### src/dq_odt_consts.vh
`ifndef DQ_ODT_CONSTS_VH
`define DQ_ODT_CONSTS_VH

// ****************************************************************
// Lane counts and bus geometry
// ****************************************************************
`define DQ_WIDTH        16
`define APB_ADDR_W      12

// ****************************************************************
// Register offsets, field positions and reset values
// ****************************************************************
`define REG_CTRL        12'h000
`define REG_STATUS      12'h004
`define CTRL_SET_MSB    2
`define CTRL_SET_LSB    0
`define CTRL_WRITE_LATENCY_SET_B   3
`define CTRL_BAND_MSB   6
`define CTRL_BAND_LSB   4
`define CTRL_BL32       7
`define CTRL_WR_LEVEL   8
`define CTRL_RESET      32'h0000_0000
`define TERM_CODE_OFF   3'h0

// ****************************************************************
// Latency tables in command clock cycles, per frequency band
// ****************************************************************
`define ON_A_B3         6'h04
`define ON_A_B5         6'h06
`define ON_A_B7         6'h08
`define OFF_A_B3        6'h14
`define OFF_A_B4        6'h16
`define OFF_A_B5        6'h18
`define OFF_A_B6        6'h1a
`define OFF_A_B7        6'h1c
`define ON_B_B2         6'h06
`define ON_B_B3         6'h0c
`define ON_B_B4         6'h0e
`define ON_B_B5         6'h12
`define ON_B_B6         6'h14
`define ON_B_B7         6'h18
`define OFF_B_B2        6'h16
`define OFF_B_B3        6'h1c
`define OFF_B_B4        6'h20
`define OFF_B_B5        6'h24
`define OFF_B_B6        6'h28
`define OFF_B_B7        6'h2c
`define BL32_EXTRA_CYC  6'h08

// ****************************************************************
// Switch windows, in picoseconds and in pclk cycles
// ****************************************************************
`define CLK_PERIOD_PS   8000
`define WIN_MIN_PS      1500
`define WIN_MAX_PS      3500
`define WIN_MIN_CYC     ((`WIN_MIN_PS + `CLK_PERIOD_PS - 1) / `CLK_PERIOD_PS)
`define WIN_MAX_RAW     (`WIN_MAX_PS / `CLK_PERIOD_PS)
`define WIN_MAX_CYC     ((`WIN_MAX_RAW < 1) ? 1 : `WIN_MAX_RAW)

`endif

### src/term_latency_lookup.v
`timescale 1ns/1ps
`default_nettype none
`include "dq_odt_consts.vh"

// ****************************************************************
// Turn-on and turn-off latency lookup
// ****************************************************************
module term_latency_lookup (
	input  wire       set_b,
	input  wire [2:0] band,
	output reg  [5:0] on_lat,
	output reg  [5:0] off_lat,
	output reg        band_ok
);

	// Bands below the supported range return zero and clear band_ok.
	always @* begin
		on_lat  = 6'h00;
		off_lat = 6'h00;
		band_ok = 1'b1;
		case ({set_b, band})
			4'h3: begin on_lat = `ON_A_B3; off_lat = `OFF_A_B3; end
			4'h4: begin on_lat = `ON_A_B3; off_lat = `OFF_A_B4; end
			4'h5: begin on_lat = `ON_A_B5; off_lat = `OFF_A_B5; end
			4'h6: begin on_lat = `ON_A_B5; off_lat = `OFF_A_B6; end
			4'h7: begin on_lat = `ON_A_B7; off_lat = `OFF_A_B7; end
			4'ha: begin on_lat = `ON_B_B2; off_lat = `OFF_B_B2; end
			4'hb: begin on_lat = `ON_B_B3; off_lat = `OFF_B_B3; end
			4'hc: begin on_lat = `ON_B_B4; off_lat = `OFF_B_B4; end
			4'hd: begin on_lat = `ON_B_B5; off_lat = `OFF_B_B5; end
			4'he: begin on_lat = `ON_B_B6; off_lat = `OFF_B_B6; end
			4'hf: begin on_lat = `ON_B_B7; off_lat = `OFF_B_B7; end
			default: band_ok = 1'b0;
		endcase
	end

endmodule // term_latency_lookup

`default_nettype wire

### src/dq_odt_control.v
// Decided for this implementation: the placing of the registers and the APB slave port.
`timescale 1ns/1ps
`default_nettype none
`include "dq_odt_consts.vh"


module dq_odt_control (
	input  wire                   pclk,
	input  wire                   presetn,
	input  wire [`APB_ADDR_W-1:0] paddr,
	input  wire                   psel,
	input  wire                   penable,
	input  wire                   pwrite,
	input  wire [31:0]            pwdata,
	output reg                    pready,
	output reg  [31:0]            prdata,
	output reg                    pslverr,
	input  wire                   write1_cmd,
	input  wire                   cas2_cmd,
	input  wire                   power_down,
	input  wire                   self_refresh,
	output wire [`DQ_WIDTH-1:0]   dq_term_en,
	output reg                    dmi_term_en,
	output reg                    dqs_t_term_en,
	output reg                    dqs_c_term_en,
	output reg  [7:0]             termination_resistance,
	output reg                    term_settled
);

	// ****************************************************************
	// State encoding and window lengths
	// ****************************************************************
	localparam [4:0] ST_IDLE     = 5'h01;
	localparam [4:0] ST_WAIT_ON  = 5'h02;
	localparam [4:0] ST_RAMP_ON  = 5'h04;
	localparam [4:0] ST_ON       = 5'h08;
	localparam [4:0] ST_RAMP_OFF = 5'h10;

	// The switch window is far shorter than a pclk period, so each end is rounded
	// to whole cycles; a finer switch edge would need a faster clock.
	localparam [31:0]  WIN_MIN_I    = `WIN_MIN_CYC;
	localparam [31:0]  WIN_MAX_I    = `WIN_MAX_CYC;
	localparam [3:0]   WIN_MIN_LAST = WIN_MIN_I[3:0] - 4'h1;
	localparam [3:0]   WIN_MAX_LAST = WIN_MAX_I[3:0] - 4'h1;

	// ****************************************************************
	// Resistance decode
	// ****************************************************************

	// Nominal ohms of a setting code; used for the pins and for status.
	function [7:0] decode_ohms;
		input [2:0] code;
		begin
			case (code)
				3'h1:    decode_ohms = 8'hf0;
				3'h2:    decode_ohms = 8'h78;
				3'h3:    decode_ohms = 8'h50;
				3'h4:    decode_ohms = 8'h3c;
				3'h5:    decode_ohms = 8'h30;
				3'h6:    decode_ohms = 8'h28;
				default: decode_ohms = 8'h00;
			endcase
		end
	endfunction

	// ****************************************************************
	// Configuration register
	// ****************************************************************
	reg  [2:0] termination_setting_reg;
	reg        write_latency_set_b;
	reg  [2:0] freq_band;
	reg        burst32;
	reg        write_leveling;

	// Sequencer state.
	reg  [4:0] state;
	reg        armed;
	reg        lat_run;
	reg  [5:0] lat_count;
	reg  [3:0] ramp_count;
	reg        lane_switch;

	// Bus decode; a commit is the edge at which the master sees pready high.
	wire       apb_access = psel & penable;
	wire       apb_commit = apb_access & pready;
	wire       ctrl_hit   = (paddr == `REG_CTRL);
	wire       stat_hit   = (paddr == `REG_STATUS);

	// The reset word is split by field so that every field takes its value from one constant.
	localparam [31:0] RESET_WORD = `CTRL_RESET;

	// Software settings take effect on the edge that completes the write.
	always @(posedge pclk or negedge presetn) begin
		if (!presetn) begin
			termination_setting_reg <= RESET_WORD[`CTRL_SET_MSB:`CTRL_SET_LSB];
			write_latency_set_b     <= RESET_WORD[`CTRL_WRITE_LATENCY_SET_B];
			freq_band               <= RESET_WORD[`CTRL_BAND_MSB:`CTRL_BAND_LSB];
			burst32                 <= RESET_WORD[`CTRL_BL32];
			write_leveling          <= RESET_WORD[`CTRL_WR_LEVEL];
		end else if (apb_commit && pwrite && ctrl_hit) begin
			termination_setting_reg <= pwdata[`CTRL_SET_MSB:`CTRL_SET_LSB];
			write_latency_set_b     <= pwdata[`CTRL_WRITE_LATENCY_SET_B];
			freq_band               <= pwdata[`CTRL_BAND_MSB:`CTRL_BAND_LSB];
			burst32                 <= pwdata[`CTRL_BL32];
			write_leveling          <= pwdata[`CTRL_WR_LEVEL];
		end
	end

	// ****************************************************************
	// Latency selection
	// ****************************************************************
	wire [5:0] lut_on;
	wire [5:0] lut_off;
	wire       band_ok;

	// The table sits in its own module so that both latency sets are kept side by side.
	term_latency_lookup u_lookup (
		.set_b   (write_latency_set_b),
		.band    (freq_band),
		.on_lat  (lut_on),
		.off_lat (lut_off),
		.band_ok (band_ok)
	);

	// The table is read live, so a change of band mid-burst moves the end point.
	wire [5:0] term_on_latency  = lut_on;
	wire [5:0] term_off_latency = burst32 ? (lut_off + `BL32_EXTRA_CYC) : lut_off;

	// ****************************************************************
	// Qualification of commands
	// ****************************************************************
	wire term_enabled = (termination_setting_reg != `TERM_CODE_OFF);
	// Low power wins over a write in flight, since the lane receivers are off there.
	wire low_power    = power_down | self_refresh;
	// An unsupported band leaves the device unable to time the window at all.
	wire allowed      = term_enabled & band_ok & ~low_power;
	wire write_take   = write1_cmd & allowed;
	wire cas2_take    = cas2_cmd & armed & allowed;
	wire on_reached   = lat_run & (lat_count == term_on_latency);
	wire off_reached  = lat_run & (lat_count == term_off_latency) & ~cas2_take;

	// ****************************************************************
	// Termination sequencer
	// ****************************************************************

	// Leaving the allowed condition drops everything at once.
	always @(posedge pclk or negedge presetn) begin
		if (!presetn) begin
			state      <= ST_IDLE;
			armed      <= 1'b0;
			lat_run    <= 1'b0;
			lat_count  <= 6'h00;
			ramp_count <= 4'h0;
		end else if (!allowed) begin
			state      <= ST_IDLE;
			armed      <= 1'b0;
			lat_run    <= 1'b0;
			lat_count  <= 6'h00;
			ramp_count <= 4'h0;
		end else begin
			// A new write beats the consuming CAS-2 in the same cycle.
			if (write_take)
				armed <= 1'b1;
			else if (cas2_take)
				armed <= 1'b0;
			// The count restarts on every armed CAS-2, so back-to-back writes stretch the window.
			if (cas2_take) begin
				lat_count <= 6'h01;
				lat_run   <= 1'b1;
			end else if (lat_run) begin
				if (lat_count == term_off_latency)
					lat_run <= 1'b0;
				else
					lat_count <= lat_count + 6'h01;
			end
			// The ramp states stand for the analog switch window after each latency;
			// with this pclk each ramp lasts a single cycle.
			case (state)
				ST_IDLE: begin
					if (cas2_take)
						state <= ST_WAIT_ON;
				end
				ST_WAIT_ON: begin
					if (on_reached && !cas2_take) begin
						state      <= ST_RAMP_ON;
						ramp_count <= 4'h0;
					end
				end
				ST_RAMP_ON: begin
					if (ramp_count == WIN_MAX_LAST)
						state <= ST_ON;
					else
						ramp_count <= ramp_count + 4'h1;
				end
				ST_ON: begin
					if (off_reached) begin
						state      <= ST_RAMP_OFF;
						ramp_count <= 4'h0;
					end
				end
				ST_RAMP_OFF: begin
					if (ramp_count == WIN_MAX_LAST)
						// A CAS-2 that lands during the ramp re-enters the wait for its window.
						state <= (lat_run || cas2_take) ? ST_WAIT_ON : ST_IDLE;
					else
						ramp_count <= ramp_count + 4'h1;
				end
				default: state <= ST_IDLE;
			endcase
		end
	end

	// ****************************************************************
	// Lane switch timing
	// ****************************************************************
	reg next_lane_switch;

	// The switch moves once the shortest window has passed inside a ramp.
	always @* begin
		next_lane_switch = lane_switch;
		if (!allowed)
			next_lane_switch = 1'b0;
		else if ((state == ST_RAMP_ON) && (ramp_count == WIN_MIN_LAST))
			next_lane_switch = 1'b1;
		else if ((state == ST_RAMP_OFF) && (ramp_count == WIN_MIN_LAST))
			next_lane_switch = 1'b0;
	end

	// One flop holds the switch; outside write leveling every lane enable copies its next value.
	always @(posedge pclk or negedge presetn) begin
		if (!presetn)
			lane_switch <= 1'b0;
		else
			lane_switch <= next_lane_switch;
	end

	// ****************************************************************
	// Lane enables
	// ****************************************************************
	// Data and mask follow the sequencer and are held off in leveling; the strobes follow leveling while it is set.
	wire next_dq_on  = next_lane_switch & ~write_leveling;
	// Leveling needs the strobes loaded even without a write or a valid band.
	wire wl_strobe   = term_enabled & ~low_power;
	wire next_dqs_on = write_leveling ? wl_strobe : next_lane_switch;

	genvar gi;
	generate
		for (gi = 0; gi < `DQ_WIDTH; gi = gi + 1) begin : g_dq
			reg lane_q;
			// Each data pin gets its own flop so the enable fans out from the pad.
			always @(posedge pclk or negedge presetn) begin
				if (!presetn)
					lane_q <= 1'b0;
				else
					lane_q <= next_dq_on;
			end
			assign dq_term_en[gi] = lane_q;
		end
	endgenerate

	// Mask, strobes, resistance and settled flag.
	always @(posedge pclk or negedge presetn) begin
		if (!presetn) begin
			dmi_term_en            <= 1'b0;
			dqs_t_term_en          <= 1'b0;
			dqs_c_term_en          <= 1'b0;
			termination_resistance <= 8'h00;
			term_settled           <= 1'b0;
		end else begin
			dmi_term_en   <= next_dq_on;
			dqs_t_term_en <= next_dqs_on;
			dqs_c_term_en <= next_dqs_on;
			if (next_dq_on || next_dqs_on)
				termination_resistance <= decode_ohms(termination_setting_reg);
			else
				termination_resistance <= 8'h00;
			// Settled is withheld in write leveling, where the data lanes stay open.
			term_settled <= allowed & ~write_leveling
				& ((state == ST_RAMP_ON) && (ramp_count == WIN_MAX_LAST)
				|| (state == ST_ON) && !off_reached);
		end
	end

	// ****************************************************************
	// APB slave
	// ****************************************************************
	// Unmapped offsets read zero and are refused by pslverr in the answer cycle.
	reg [31:0] rd_word;

	// Status exposes the sequencer so software can watch a window go by.
	always @* begin
		rd_word = 32'h0000_0000;
		if (ctrl_hit) begin
			rd_word[`CTRL_SET_MSB:`CTRL_SET_LSB]   = termination_setting_reg;
			rd_word[`CTRL_WRITE_LATENCY_SET_B]                = write_latency_set_b;
			rd_word[`CTRL_BAND_MSB:`CTRL_BAND_LSB] = freq_band;
			rd_word[`CTRL_BL32]                    = burst32;
			rd_word[`CTRL_WR_LEVEL]                = write_leveling;
		end else if (stat_hit) begin
			rd_word[4:0]   = state;
			rd_word[5]     = lane_switch;
			rd_word[6]     = armed;
			rd_word[7]     = band_ok;
			rd_word[15:8]  = decode_ohms(termination_setting_reg);
			rd_word[21:16] = term_on_latency;
			rd_word[29:24] = term_off_latency;
		end
	end

	// One wait state keeps prdata and pslverr straight from flops.
	always @(posedge pclk or negedge presetn) begin
		if (!presetn) begin
			pready  <= 1'b0;
			prdata  <= 32'h0000_0000;
			pslverr <= 1'b0;
		end else if (apb_access && !pready) begin
			pready  <= 1'b1;
			prdata  <= pwrite ? 32'h0000_0000 : rd_word;
			pslverr <= ~(ctrl_hit | stat_hit);
		end else begin
			pready  <= 1'b0;
			prdata  <= 32'h0000_0000;
			pslverr <= 1'b0;
		end
	end

endmodule // dq_odt_control

`default_nettype wire

### config.mk
export PLATFORM = sky130hd
export DESIGN_NAME = dq_odt_control
export DESIGN_NICKNAME = d
export VERILOG_FILES = /design/src/term_latency_lookup.v /design/src/dq_odt_control.v
export VERILOG_INCLUDE_DIRS = /design/src /design/src/src
export SDC_FILE = /design/constraint.sdc
export NUM_CORES = 1
export LEC_CHECK = 0
export ABC_CLOCK_PERIOD_IN_PS = 5600
export BUFFER_PORTS_ARGS = -buffer_cell sky130_fd_sc_hd__buf_2
export CAP_MARGIN = 20
export CELL_PAD_IN_SITES_DETAIL_PLACEMENT = 1
export CELL_PAD_IN_SITES_GLOBAL_PLACEMENT = 1
export CORE_UTILIZATION = 33
export DETAILED_ROUTE_END_ITERATION = 6
export GPL_TIMING_DRIVEN = 0
export PLACE_DENSITY_LB_ADDON = 0.1
export SYNTH_ARGS = -nofsm -noshare
export SYNTH_HDL_FRONTEND = slang
export SYNTH_HIERARCHICAL = 1
export SYNTH_SLANG_ARGS = --single-unit
### constraint.sdc
create_clock -name pclk -period 5.6 [get_ports pclk]
set_clock_uncertainty 0.15 [all_clocks]
set_input_delay 1.12 -clock pclk [delete_from_list [all_inputs] [get_ports pclk]]
set_output_delay 1.12 -clock pclk [all_outputs]
set_load 0.01 [all_outputs]
# Word level (Yosys, flattened, before mapping)
# Cells that the tools add are included.
# classes
n_mux	43
bitwise_logic	20
add_sub_neg	3
n_reduce_logical	25
eq_ne	35
# op_table
operator	count
$mux W30	2
$pmux W6 S9	1
$pmux W8 S6	1
$mux W6	7
$pmux W5 S8	1
$mux W5	6
$pmux W5 S5	1
$eq A4 B4 Y1 const B	6
$mux W22	1
$eq A4 B3 Y1 const B	4
$mux W4	4
$ne A3 B3 Y1 const B	5
$and A1 B1 Y1	14
$mux W1	14
$mux W13	1
$eq A12 B3 Y1 const B	1
$eq A6 B6 Y1	2
$logic_not A12 Y1	1
$pmux W4 S3	1
$reduce_or A11 Y1	1
$eq A3 B3 Y1 const B	3
$mux W9	1
$ne A3 B2 Y1 const B	3
$mux W8	1
other kinds (26)	44
# word_totals
reg_bits	72
input_bits	53
word_cells	144
output_inout_bits	62

# Longest topological paths before layout
# Gate-level depths: netlist (run 1).
# logic_depth
depth_word	12
mapped_depth	10

# Modules after synthesis
# Netlist (run 1), hierarchy kept.
# modules_own_cells
module	area_each_um2	cells_each	seq_area_each_um2	instances
dq_odt_control	3196.8	307	1627.8	1
term_latency_lookup	241.5	33	0.0	1

# Least setup slack after synthesis (run 1)
# OpenSTA, ideal clock, no wires.
# synth_timing
path_type	input-to-reg
startpoint	input port paddr[5]
endpoint	register burst32
path_buffers	1
arrival_time_ps	2735
setup_ps	125
stages	5
slack_ps	2590
cell_sequence	or4_1 > nor4_4 > and4_1 > buf_4 > mux2_2
# synth_between
elab_chain_len	2
# synth_rtl
item	line_no	source
start: declaration	dq_odt_control.v:10	input wire [`APB_ADDR_W-1:0] paddr,
$logic_not A12 Y1 (no source line)	-	
$logic_and A1 B1 Y1	dq_odt_control.v:100	end else if (apb_commit && pwrite && ctrl_hit) begin
end signal: assignment	dq_odt_control.v:98	burst32 <= RESET_WORD[`CTRL_BL32];
end signal: assignment	dq_odt_control.v:104	burst32 <= pwdata[`CTRL_BL32];
end: declaration	dq_odt_control.v:72	reg burst32;
# No other way between the ends.
# A chain may end at the register's enable or synchronous reset.

# Final worst setup path (run 1)
# layout_timing
startpoint	register freq_band[1]
endpoint	register state[4]
# layout_between
elab_chain_len	10
elab_cells_between_ends	39
# layout_rtl
item	line_no	source
start: declaration	dq_odt_control.v:71	reg [2:0] freq_band;
start signal: assignment	dq_odt_control.v:97	freq_band <= RESET_WORD[`CTRL_BAND_MSB:`CTRL_BAND_LSB];
start signal: assignment	dq_odt_control.v:103	freq_band <= pwdata[`CTRL_BAND_MSB:`CTRL_BAND_LSB];
$eq A4 B3 Y1 or $eq A4 B4 Y1 (tied branches)	term_latency_lookup.v:21	case ({set_b, band})
$reduce_or A2 Y1 (no source line)	-	
$pmux W6 S9 *	term_latency_lookup.v:21	
via lut_off[3]	dq_odt_control.v:113	wire [5:0] lut_off;
$add A6 B4 Y6 (no source line)	-	
$mux W6 *	dq_odt_control.v:127	wire [5:0] term_off_latency = burst32 ? (lut_off + `BL32_EXTRA_CYC) : lut_off;
$eq A6 B6 Y1 *	dq_odt_control.v:140	wire off_reached = lat_run & (lat_count == term_off_latency) & ~cas2_take;
$and A1 B1 Y1 * (2 in a row)	dq_odt_control.v:140	
$ne A3 B3 Y1 (no source line) *	-	
$reduce_and A5 Y1 (no source line) *	-	
end signal: assignment	dq_odt_control.v:204	state <= (lat_run || cas2_take) ? ST_WAIT_ON : ST_IDLE;
end: declaration	dq_odt_control.v:76	reg [4:0] state;
# Mark *: on every way through the listed nets, which the timed path passes. The rest lies on a longest branch.

==> flow_metrics.py, run 1 <==
metrics = {
    "clock_network": {
        "cts-root-buf": "clkbuf_8",
        "numCtsBuffers": 9,
        "clk_pin_slew_ns": 0.08,
        "cts_hold_buf": 0,
        "clk_latency_ns": 0.35,
        "cts_post_setup_buffers_inserted": 0,
        "cts_buffer_depth": 2,
        "cts_htree_levels": 3,
        "cts_tree": "yes",
        "ctsResizeCount": 0,
        "clock_sinks": 65,
    },
    "logic_synthesis": {
        "synth.cells.most_frequent": "64 x dfrtp_1, 30 x buf_4, 29 x nor2_1, 24 x nand2_1, 15 x a21oi_1",
        "synthFlopType": "dfrtp_1",
        "synth_edf_count": 0,
        "syn_area_sq_um": 3440,
        "yosysUniqueCellTypes": 57,
        "yosysTopAreaCell": "dfrtp_1",
        "synth.avg_cell_area_sq_um": 10.1,
        "ys_seq_area_frac": 0.473,
        "synth_most_common_cell": "dfrtp_1",
        "yosys_warnings": 6,
        "postSynth.asyncResetShare": 1.00,
        "synth_top_area_frac": 0.466,
        "synth.ff_latch_count": 65,
        "synth.area.top_cells": "dfrtp_1 47%, buf_4 6.6%, nor2_1 3.2%",
        "netlist_instances": 340,
    },
    "route": {
        "drtPass1Iterations": 4,
        "wl_per_cell_um": 15.1,
        "avgViaCountPerCell": 4.70,
        "initialDrtViolationCount": 50,
        "drc": 0,
        "num_vias": 2732,
        "final_antenna_net_count": 0,
        "postRouteWirelength_um": 8760,
    },
    "die": {
        "start_util": 0.345,
        "dieHeight_um": 104,
        "core-area_sq_um": 9950,
        "rows": 36,
        "io_pins": 115,
        "die_w_um": 104,
        "die_area_sq_um": 10800,
    },
    "worst_setup_path": {
        "worst-path-buf-inv": 1,
        "worstSetupPathType": "reg -> reg",
        "crit_chain": "buf_4, mux2i_1, o21ai_1, ha_1, mux2i_4, xor2_1, o221ai_2, or3_4, or3b_1, a21oi_1",
        "path_delay_family": "simple AND/OR/NAND/NOR gates",
        "cp.required_ns": 5.73,
        "slowest_delay_ns": 0.44,
        "reg2reg_slack_ns": 2.51,
        "end_kind": "register",
        "slowest_stage": "dfrtp_1",
        "cp_max_fo": 10,
        "cp.arrival_ns": 3.22,
        "startpoint_type": "register",
    },
    "global_route": {
        "grt_pass1_wl_um": 14800,
        "grt_pass1_vias": 2844,
        "grt_max_degree": 66,
        "met1_usage": 0.231,
        "met3_usage": 0.0420,
        "antenna_found_initial": 0,
        "met2_usage": 0.280,
        "grt_usage": 0.175,
        "grt_overflow": 0,
        "grt-busiest-layer": "met2",
    },
    "job": {
        "cap_violations": 0,
    },
    "power_and_ir_drop": {
        "leakagePower_nw": 2.23,
        "power_density_nw_per_um2": 233,
        "peakVddDrop_mv": 0.169,
    },
    "timing": {
        "fin_crit_ns": 3.09,
        "period_share": 0.551,
        "finalMaxSlewViolations": 0,
        "timing.final.hold_violations": 0,
        "tightest_slew_ns": 0.827,
        "fmax_mhz": 324,
        "relSlewSlack": 0.449,
        "setup-tns-final_ns": 0,
        "timing.hold.ws_ns": 0.382,
        "rsz0062_at_grt": "false",
        "setup_violations": 0,
    },
    "status": {
        "status": "finished clean",
    },
    "final_layout": {
        "regMostFlops": "prdata",
        "area_growth_pct": 25.1,
        "fillers": 1168,
        "nets": 500,
        "diodes": 0,
        "largestRegisters": "prdata x27, lat_count x6, termination_resistance x6",
        "largest_register_ffs": 27,
        "drive_gt1_frac": 0.357,
    },
    "min_path": {
        "min_path_type": "reg -> reg",
    },
    "placement": {
        "gp_congestion": 0.780,
        "post-dp-hpwl_um": 6420,
        "portBuffers": 84,
    },
}
## kinds of logic after synthesis
kind of cell / after synthesis / synth area share
AND/OR/NAND/NOR: 117 / 0.185
flip-flops: 65 / 0.473
adder cells (fa/ha/maj): 4 / 0.0146
XOR/XNOR: 18 / 0.0459
other: 2 / 0.00218
buffers and inverters: 58 / 0.107
AO/OA/AOI/OAI: 63 / 0.127
multiplexers: 13 / 0.0448
## worst register-to-register path: stages (launching register included)
cell	delay, ns
dfrtp_1	0.44
buf_4	0.22
mux2i_1	0.10
o21ai_1	0.30
ha_1	0.32
mux2i_4	0.19
xor2_1	0.19
o221ai_2	0.14
or3_4	0.44
or3b_1	0.38
a21oi_1	0.15
## metrics by stage
stage	util	instances	setup WS (ns)	power (mW)	cell area, sq um
after floorplan	-	348	2.59	0.493	3470
after global routing	0.432	581	2.28	1.04	4300
after global placement	0.407	565	2.22	0.515	4060
after detailed placement	0.408	565	2.21	0.516	4060
final	0.432	581	2.51	1.00	4300
after CTS	0.432	581	2.49	1.02	4300
## layout make-up
| cell class | count | area, sq um | share of cell area |
|---|---|---|---|
| Inverter | 10 | 37.5 | 0.00873 |
| Buffer | 48 | 330 | 0.0768 |
| Clock buffer | 10 | 128 | 0.0297 |
| Sequential cell | 65 | 1630 | 0.379 |
| Multi-Input combinational cell | 225 | 1470 | 0.342 |
| Tap cell | 133 | 166 | 0.0387 |
| Clock inverter | 6 | 115 | 0.0268 |
| Timing Repair Buffer | 84 | 423 | 0.0983 |
## worst paths after layout
| check | start | end | cells after the start |
|---|---|---|---|
| max reg2reg | freq_band[1] | state[4] | 10 |
| min | pready | pready | 1 |
| max in group asynchronous | presetn | prdata[24] | 1 |
| max | freq_band[1] | state[4] | 10 |
| min in group asynchronous | presetn | pslverr | 1 |
| min reg2reg | pready | pready | 1 |
## power by group
part           switching [mW]  total (mW)  internal [mW]
sequential           0.000667       0.470          0.470
clock                   0.199       0.497          0.298
combinational          0.0212      0.0357         0.0146
total                   0.221        1.00          0.783
## placed cells by master, fill, tap and decap left out, types with 5 or more instances in the layout
master | Yosys | routed
buf_2 | 6 | 89
xnor2_1 | 7 | 7
nand2_1 | 24 | 24
nor2_1 | 29 | 29
inv_1 | 10 | 10
and3_1 | 12 | 12
o21ai_0 | 6 | 6
nor3_1 | 11 | 11
dfrtp_1 | 64 | 64
mux2_2 | 9 | 9
clkbuf_1 | 6 | 7
a211oi_1 | 5 | 5
xor2_1 | 11 | 11
nor2b_1 | 5 | 5
nand3_1 | 7 | 7
a21oi_1 | 15 | 15
conb_1 | 2 | 10
a22oi_1 | 8 | 8
buf_4 | 30 | 31
o211ai_1 | 7 | 7
clkbuf_8 | 0 | 9
## layer usage
metal | wire [um] | part of all wire
met2 | 4210 | 0.48
met5 | 0 | 0
met4 | 85 | 0.0097
met3 | 331 | 0.038
met1 | 4130 | 0.47
Note: power is estimated with default switching activity, not from simulation.
==> inputs of run 2 (changes only) <==
--- a/config.mk
+++ b/config.mk
@@ -6,7 +6,7 @@
 export SDC_FILE = /design/constraint.sdc
 export NUM_CORES = 1
 export LEC_CHECK = 0
-export ABC_CLOCK_PERIOD_IN_PS = 5600
+export ABC_CLOCK_PERIOD_IN_PS = 3100
 export BUFFER_PORTS_ARGS = -buffer_cell sky130_fd_sc_hd__buf_2
 export CAP_MARGIN = 20
 export CELL_PAD_IN_SITES_DETAIL_PLACEMENT = 1
==> constraint.sdc (replaced) <==
create_clock -name pclk -period 3.1 [get_ports pclk]
set_clock_uncertainty 0.15 [all_clocks]
set_input_delay 0.62 -clock pclk [delete_from_list [all_inputs] [get_ports pclk]]
set_output_delay 0.62 -clock pclk [all_outputs]
set_load 0.01 [all_outputs]
==> flow_metrics.py, run 2 (same netlist as run 1, synthesis figures left out) <==
metrics = {
    "status": {
        "status": "finished clean",
    },
    "timing": {
        "relSlewSlack": 0.450,
        "fin_crit_ns": 2.97,
        "finalMaxSlewViolations": 0,
        "tightest_slew_ns": 0.825,
        "fmax_mhz": 336,
        "setup_violations": 0,
        "layout_setup_ws_ns": 0.125,
        "timing.final.hold_violations": 0,
        "period_share": 0.960,
    },
    "worst_setup_path": {
        "r2r_end": "state[4]",
        "worstSetupPathType": "reg -> reg",
        "reg2reg_slack_ns": 0.13,
        "cp.arrival_ns": 3.11,
        "startpoint_type": "register",
        "slowest_delay_ns": 0.45,
        "crit_chain": "buf_4, mux2i_2, o21ai_2, ha_1, mux2i_4, xor2_1, o221ai_2, or3_4, or3b_1, a21oi_1",
        "ff2ff_path_depth": 10,
        "slowest_stage": "dfrtp_2",
        "cp.required_ns": 3.23,
        "end_kind": "register",
        "cp_max_fo": 10,
        "rr_startpoint": "freq_band[1]",
    },
    "route": {
        "drtPass1Iterations": 4,
        "routed-wl-met2_um": 4160,
        "top_layer_used": "met4",
        "wl_met3_um": 372,
        "postRouteWirelength_um": 8870,
        "avgViaCountPerCell": 4.75,
        "initialDrtViolationCount": 58,
        "wl_met1_um": 4200,
        "num_vias": 2785,
        "final_antenna_net_count": 0,
        "wl_per_cell_um": 15.1,
        "drc": 0,
    },
    "placement": {
        "dp_worst_setup_slack_ns": 0.0124,
        "post-dp-hpwl_um": 6420,
        "gp_congestion": 0.780,
        "portBuffers": 84,
    },
    "power_and_ir_drop": {
        "pwr-share-seq": 0.468,
        "p_comb_frac": 0.036,
        "p_sw_mw": 0.402,
        "sw_frac_of_total": 0.222,
        "power_density_nw_per_um2": 416,
        "peakVddDrop_mv": 0.304,
        "leakagePower_nw": 2.26,
        "clkPwrFrac": 0.496,
        "internal_power_mw": 1.41,
    },
    "clock_network": {
        "numCtsBuffers": 9,
        "clk_pin_slew_ns": 0.08,
        "cts-root-buf": "clkbuf_8",
        "cts_tree": "yes",
        "cts_hold_buf": 0,
        "clk_latency_ns": 0.36,
        "cts_buffer_depth": 2,
        "clock_sinks": 65,
        "cts_htree_levels": 3,
    },
    "job": {
        "cap_violations": 0,
    },
    "final_layout": {
        "postLayoutCoreUtil": 0.439,
        "largest_register_ffs": 27,
        "fillers": 1169,
        "diodes": 0,
        "area_growth_pct": 27.0,
        "largestRegisters": "prdata x27, lat_count x6, termination_resistance x6",
        "most-common-layout-cells": "89 x buf_2, 62 x dfrtp_1, 35 x buf_4, 29 x nor2_1, 24 x nand2_1",
        "nets": 505,
        "regMostFlops": "prdata",
        "drive_gt1_frac": 0.380,
        "layout_commonest_cell": "buf_2",
    },
    "min_path": {
        "min_path_type": "in -> async",
    },
    "global_route": {
        "grt_usage": 0.175,
        "grt_pass1_vias": 2843,
        "grt_max_degree": 66,
        "grt_pass1_wl_um": 14800,
        "antenna_found_initial": 0,
        "grt_overflow": 0,
    },
    "die": {
        "die_w_um": 104,
        "die_area_sq_um": 10800,
        "start_util": 0.345,
        "io_pins": 115,
        "dieHeight_um": 104,
        "core-area_sq_um": 9950,
        "rows": 36,
    },
}
-- run 2: changes by cell type in the layout (fill, tap and decap cells not counted), sizes merged --
cell and change:
buf +5
-- run 2: timing repair --
action,4_1_cts,5_1_grt
setup buffers,0,5
resized for setup,1,7
pin swaps,0,2
endpoints found under the setup margin,1,11
gates cloned,0,0
-- run 2: routing by layer --
layer,vias up,track usage
li1,1368,-
met2,67,0.280
met3,11,0.0420
met5,-,0
met1,1339,0.232
met4,0,0.0582
-- run 2: cell type report --
class	instances	area [sq um]	share of cell area
sequential	65	1630	0.373
multi-input combinational	225	1500	0.342
timing repair buffer	89	460	0.105
buffer	48	334	0.0765
tap	133	166	0.0381
clock buffer	10	128	0.0292
clock inverter	6	115	0.0264
inverter	10	37.5	0.00860
-- run 2: power by group through the flow --
stage | clock network (mW) | registers, mW | logic (mW)
2_1_floorplan | 0 | 0.867 | 0.0229
3_3_place_gp | 0 | 0.867 | 0.0643
3_5_place_dp | 0 | 0.867 | 0.0658
4_1_cts | 0.921 | 0.850 | 0.0659
5_1_grt | 0.956 | 0.850 | 0.0738
6_report | 0.901 | 0.850 | 0.0652
-- run 2: critical path, delay by kind of cell, from the launching register on --
kind                     cells  cell delay, ns
AO/OA/AOI/OAI                3            0.42
XOR/XNOR                     1            0.19
adder cells (fa/ha/maj)      1            0.31
buffers and inverters        1            0.19
flip-flops                   1            0.45
multiplexers                 2            0.37
AND/OR/NAND/NOR              2            0.82
-- run 2: worst max path at each step --
stage | depth (start not counted) | slack (ns) | start | endpoint
5_1_grt | 10 | -0.003 | freq_band[0] | state[4]
6_report | 10 | 0.13 | freq_band[1] | state[4]
4_1_cts | 10 | 0.01 | freq_band[1] | state[4]
3_5_place_dp | 10 | 0.01 | freq_band[1] | state[4]
2_1_floorplan | 10 | 0.33 | write_latency_set_b | state[4]
3_3_place_gp | 10 | 0.04 | freq_band[2] | state[4]
-- run 2: through the flow --
stage	instance area [sq um]	hold slack, ns	std cells	power (mW)	TNS [ns]
global placement	4060	0.358	565	0.931	0
CTS	4300	0.236	581	1.84	0
floorplan	3470	0.174	348	0.890	0
global route	4370	0.266	586	1.88	-0.00293
detailed placement	4060	0.376	565	0.932	0
finish	4370	0.201	586	1.82	0
==> inputs of run 3 (changes only) <==
--- a/config.mk
+++ b/config.mk
@@ -6,6 +6,7 @@
 export SDC_FILE = /design/constraint.sdc
 export NUM_CORES = 1
 export LEC_CHECK = 0
+export ABC_AREA = 1
 export ABC_CLOCK_PERIOD_IN_PS = 3100
 export BUFFER_PORTS_ARGS = -buffer_cell sky130_fd_sc_hd__buf_2
 export CAP_MARGIN = 20
==> flow_metrics.py, run 3 <==
metrics = {
    "status": {
        "status": "finished clean",
    },
    "clock_network": {
        "cts_buffer_depth": 2,
        "ctsResizeCount": 0,
        "numCtsBuffers": 9,
        "cts-root-buf": "clkbuf_8",
        "cts_hold_buf": 0,
        "cts_htree_levels": 3,
        "clock_sinks": 65,
        "clk_pin_slew_ns": 0.08,
        "cts_tree": "yes",
        "clk_latency_ns": 0.35,
        "cts_post_setup_buffers_inserted": 0,
    },
    "worst_setup_path": {
        "slowest_delay_ns": 0.51,
        "cp_common_cell": "nand2_1",
        "worst-path-buf-inv": 1,
        "startpoint_type": "register",
        "path_delay_family": "simple AND/OR/NAND/NOR gates",
        "end_kind": "register",
        "cp.required_ns": 3.19,
        "slowest_stage": "dfrtp_1",
        "cp_max_fo": 10,
        "cp.arrival_ns": 2.88,
        "reg2reg_slack_ns": 0.31,
        "worstSetupPathType": "reg -> reg",
        "crit_chain": "inv_1, nor2_1, nor2_1, nor3_1, ha_1, nand2_1, nand2_1, nand2_1, nand2_1, nor2_2, nand3_1, nand2_4, nand3_4, nand2_1, nand2_1",
    },
    "final_layout": {
        "largestRegisters": "prdata x27, lat_count x6, termination_resistance x6",
        "area_growth_pct": 23.8,
        "layout_commonest_cell": "nand2_1",
        "ff_latch_area_sq_um": 1630,
        "final_cells": 687,
        "regMostFlops": "prdata",
        "nets": 603,
        "diodes": 0,
        "multi_input_area_sq_um": 1540,
        "most-common-layout-cells": "107 x nand2_1, 85 x buf_2, 64 x dfrtp_1, 61 x nor2_1, 46 x inv_1",
        "largest_register_ffs": 27,
        "fillers": 1316,
        "drive_gt1_frac": 0.310,
    },
    "timing": {
        "setup_violations": 0,
        "relSlewSlack": 0.445,
        "fmax_mhz": 359,
        "timing.final.hold_violations": 0,
        "fin_crit_ns": 2.79,
        "rsz0062_at_grt": "false",
        "finalMaxSlewViolations": 0,
        "period_share": 0.900,
        "tightest_slew_ns": 0.832,
        "setup-tns-final_ns": 0,
    },
    "die": {
        "die_w_um": 106,
        "dieHeight_um": 106,
        "start_util": 0.343,
        "core-area_sq_um": 10400,
        "die_area_sq_um": 11200,
        "io_pins": 115,
        "rows": 37,
    },
    "route": {
        "postRouteWirelength_um": 9370,
        "drtPass1Iterations": 4,
        "final_antenna_net_count": 0,
        "drc": 0,
        "wl_per_cell_um": 13.6,
        "avgViaCountPerCell": 4.54,
        "initialDrtViolationCount": 107,
        "num_vias": 3120,
    },
    "power_and_ir_drop": {
        "leakagePower_nw": 2.41,
        "peakVddDrop_mv": 0.225,
        "power_density_nw_per_um2": 397,
        "total_power_mw": 1.76,
    },
    "global_route": {
        "grt_pass1_vias": 3202,
        "grt_pass1_wl_um": 15700,
        "grt_usage": 0.182,
        "grt_max_degree": 66,
        "antenna_found_initial": 0,
        "grt_overflow": 0,
    },
    "logic_synthesis": {
        "syn_area_sq_um": 3570,
        "synth.area.top_cells": "dfrtp_1 45%, nand2_1 11%, nor2_1 6.4%",
        "yosys_warnings": 6,
        "synth.cells.most_frequent": "107 x nand2_1, 64 x dfrtp_1, 61 x nor2_1, 46 x inv_1, 29 x buf_4",
        "postSynth.asyncResetShare": 1.00,
        "synth.avg_cell_area_sq_um": 8.06,
        "yosysTopAreaCell": "dfrtp_1",
        "ys_seq_area_frac": 0.456,
        "synthFlopType": "dfrtp_1",
        "synth_most_common_cell": "nand2_1",
        "synth.ff_latch_count": 65,
        "synth_top_area_frac": 0.448,
        "synth_edf_count": 0,
        "netlist_instances": 443,
        "yosysUniqueCellTypes": 40,
    },
    "placement": {
        "post-dp-hpwl_um": 7150,
        "placed_cells": 671,
        "portBuffers": 84,
        "gp_congestion": 0.779,
    },
    "job": {
        "cap_violations": 0,
    },
    "min_path": {
        "min_path_type": "in -> async",
    },
}
run 3: cell count changes after synthesis, sizes merged, moves of 7 or more:
cell / previous run / this run
a22oi: 8 / 1
and3: 12 / 1
buf: 42 / 31
inv: 10 / 52
mux2: 9 / 0
nand2: 24 / 119
nand3: 7 / 22
nand4: 1 / 14
nor2: 29 / 71
xor2: 11 / 4
run 3: kinds of logic after synthesis:
logic type,Yosys count,synth area share
adder cells (fa/ha/maj),4,0.0140
AO/OA/AOI/OAI,41,0.0645
flip-flops,65,0.456
buffers and inverters,85,0.122
XOR/XNOR,8,0.0196
other,2,0.00210
AND/OR/NAND/NOR,238,0.322
run 3: per-stage QoR:
step | setup slack, ns | area, sq um | hold WS, ns | util
finish | 0.311 | 4420 | 0.210 | 0.424
global route | 0.0665 | 4420 | 0.288 | 0.424
CTS | 0.308 | 4420 | 0.248 | 0.424
detailed placement | 0.344 | 4190 | 0.365 | 0.403
global placement | 0.409 | 4190 | 0.352 | 0.402
floorplan | 0.803 | 3600 | 0.174 | -
run 3: power by group:
group / internal, mW / leakage, nW / switching, mW
registers: 0.849 / 0.883 / 0.00118
clock network: 0.476 / 0.109 / 0.362
logic: 0.0272 / 1.42 / 0.0414
run 3: routing by layer:
| metal | track usage | share of wire |
|---|---|---|
| met2 | 0.310 | 0.49 |
| met5 | 0 | 0 |
| met1 | 0.231 | 0.46 |
| met4 | 0.0655 | 0.015 |
| met3 | 0.0313 | 0.031 |
run 3: worst paths after layout:
kind	depth (start not counted)	to	from
max	15	ramp_count[0]	freq_band[2]
min	1	termination_setting_reg[2]	presetn
max reg2reg	15	ramp_count[0]	freq_band[2]
min reg2reg	2	ramp_count[3]	ramp_count[3]
max in group asynchronous	1	lat_count[3]	presetn
min in group pclk	3	write_leveling	pwdata[8]
run 3: area by class of cell:
cell class,count,share of cell area
Timing Repair Buffer,84,0.0957
Buffer,33,0.0535
Clock buffer,10,0.0311
Inverter,52,0.0447
Multi-Input combinational cell,301,0.348
Clock inverter,6,0.0201
Sequential cell,65,0.368
Tap cell,136,0.0385
run 3: worst reg2reg max path, cell delays in order, from the launching register on:
cell	delay [ns]
dfrtp_1	0.51
inv_1	0.12
nor2_1	0.18
nor2_1	0.06
nor3_1	0.38
ha_1	0.32
nand2_1	0.11
nand2_1	0.07
nand2_1	0.05
nand2_1	0.06
nor2_2	0.16
nand3_1	0.14
nand2_4	0.16
nand3_4	0.10
nand2_1	0.08
nand2_1	0.05
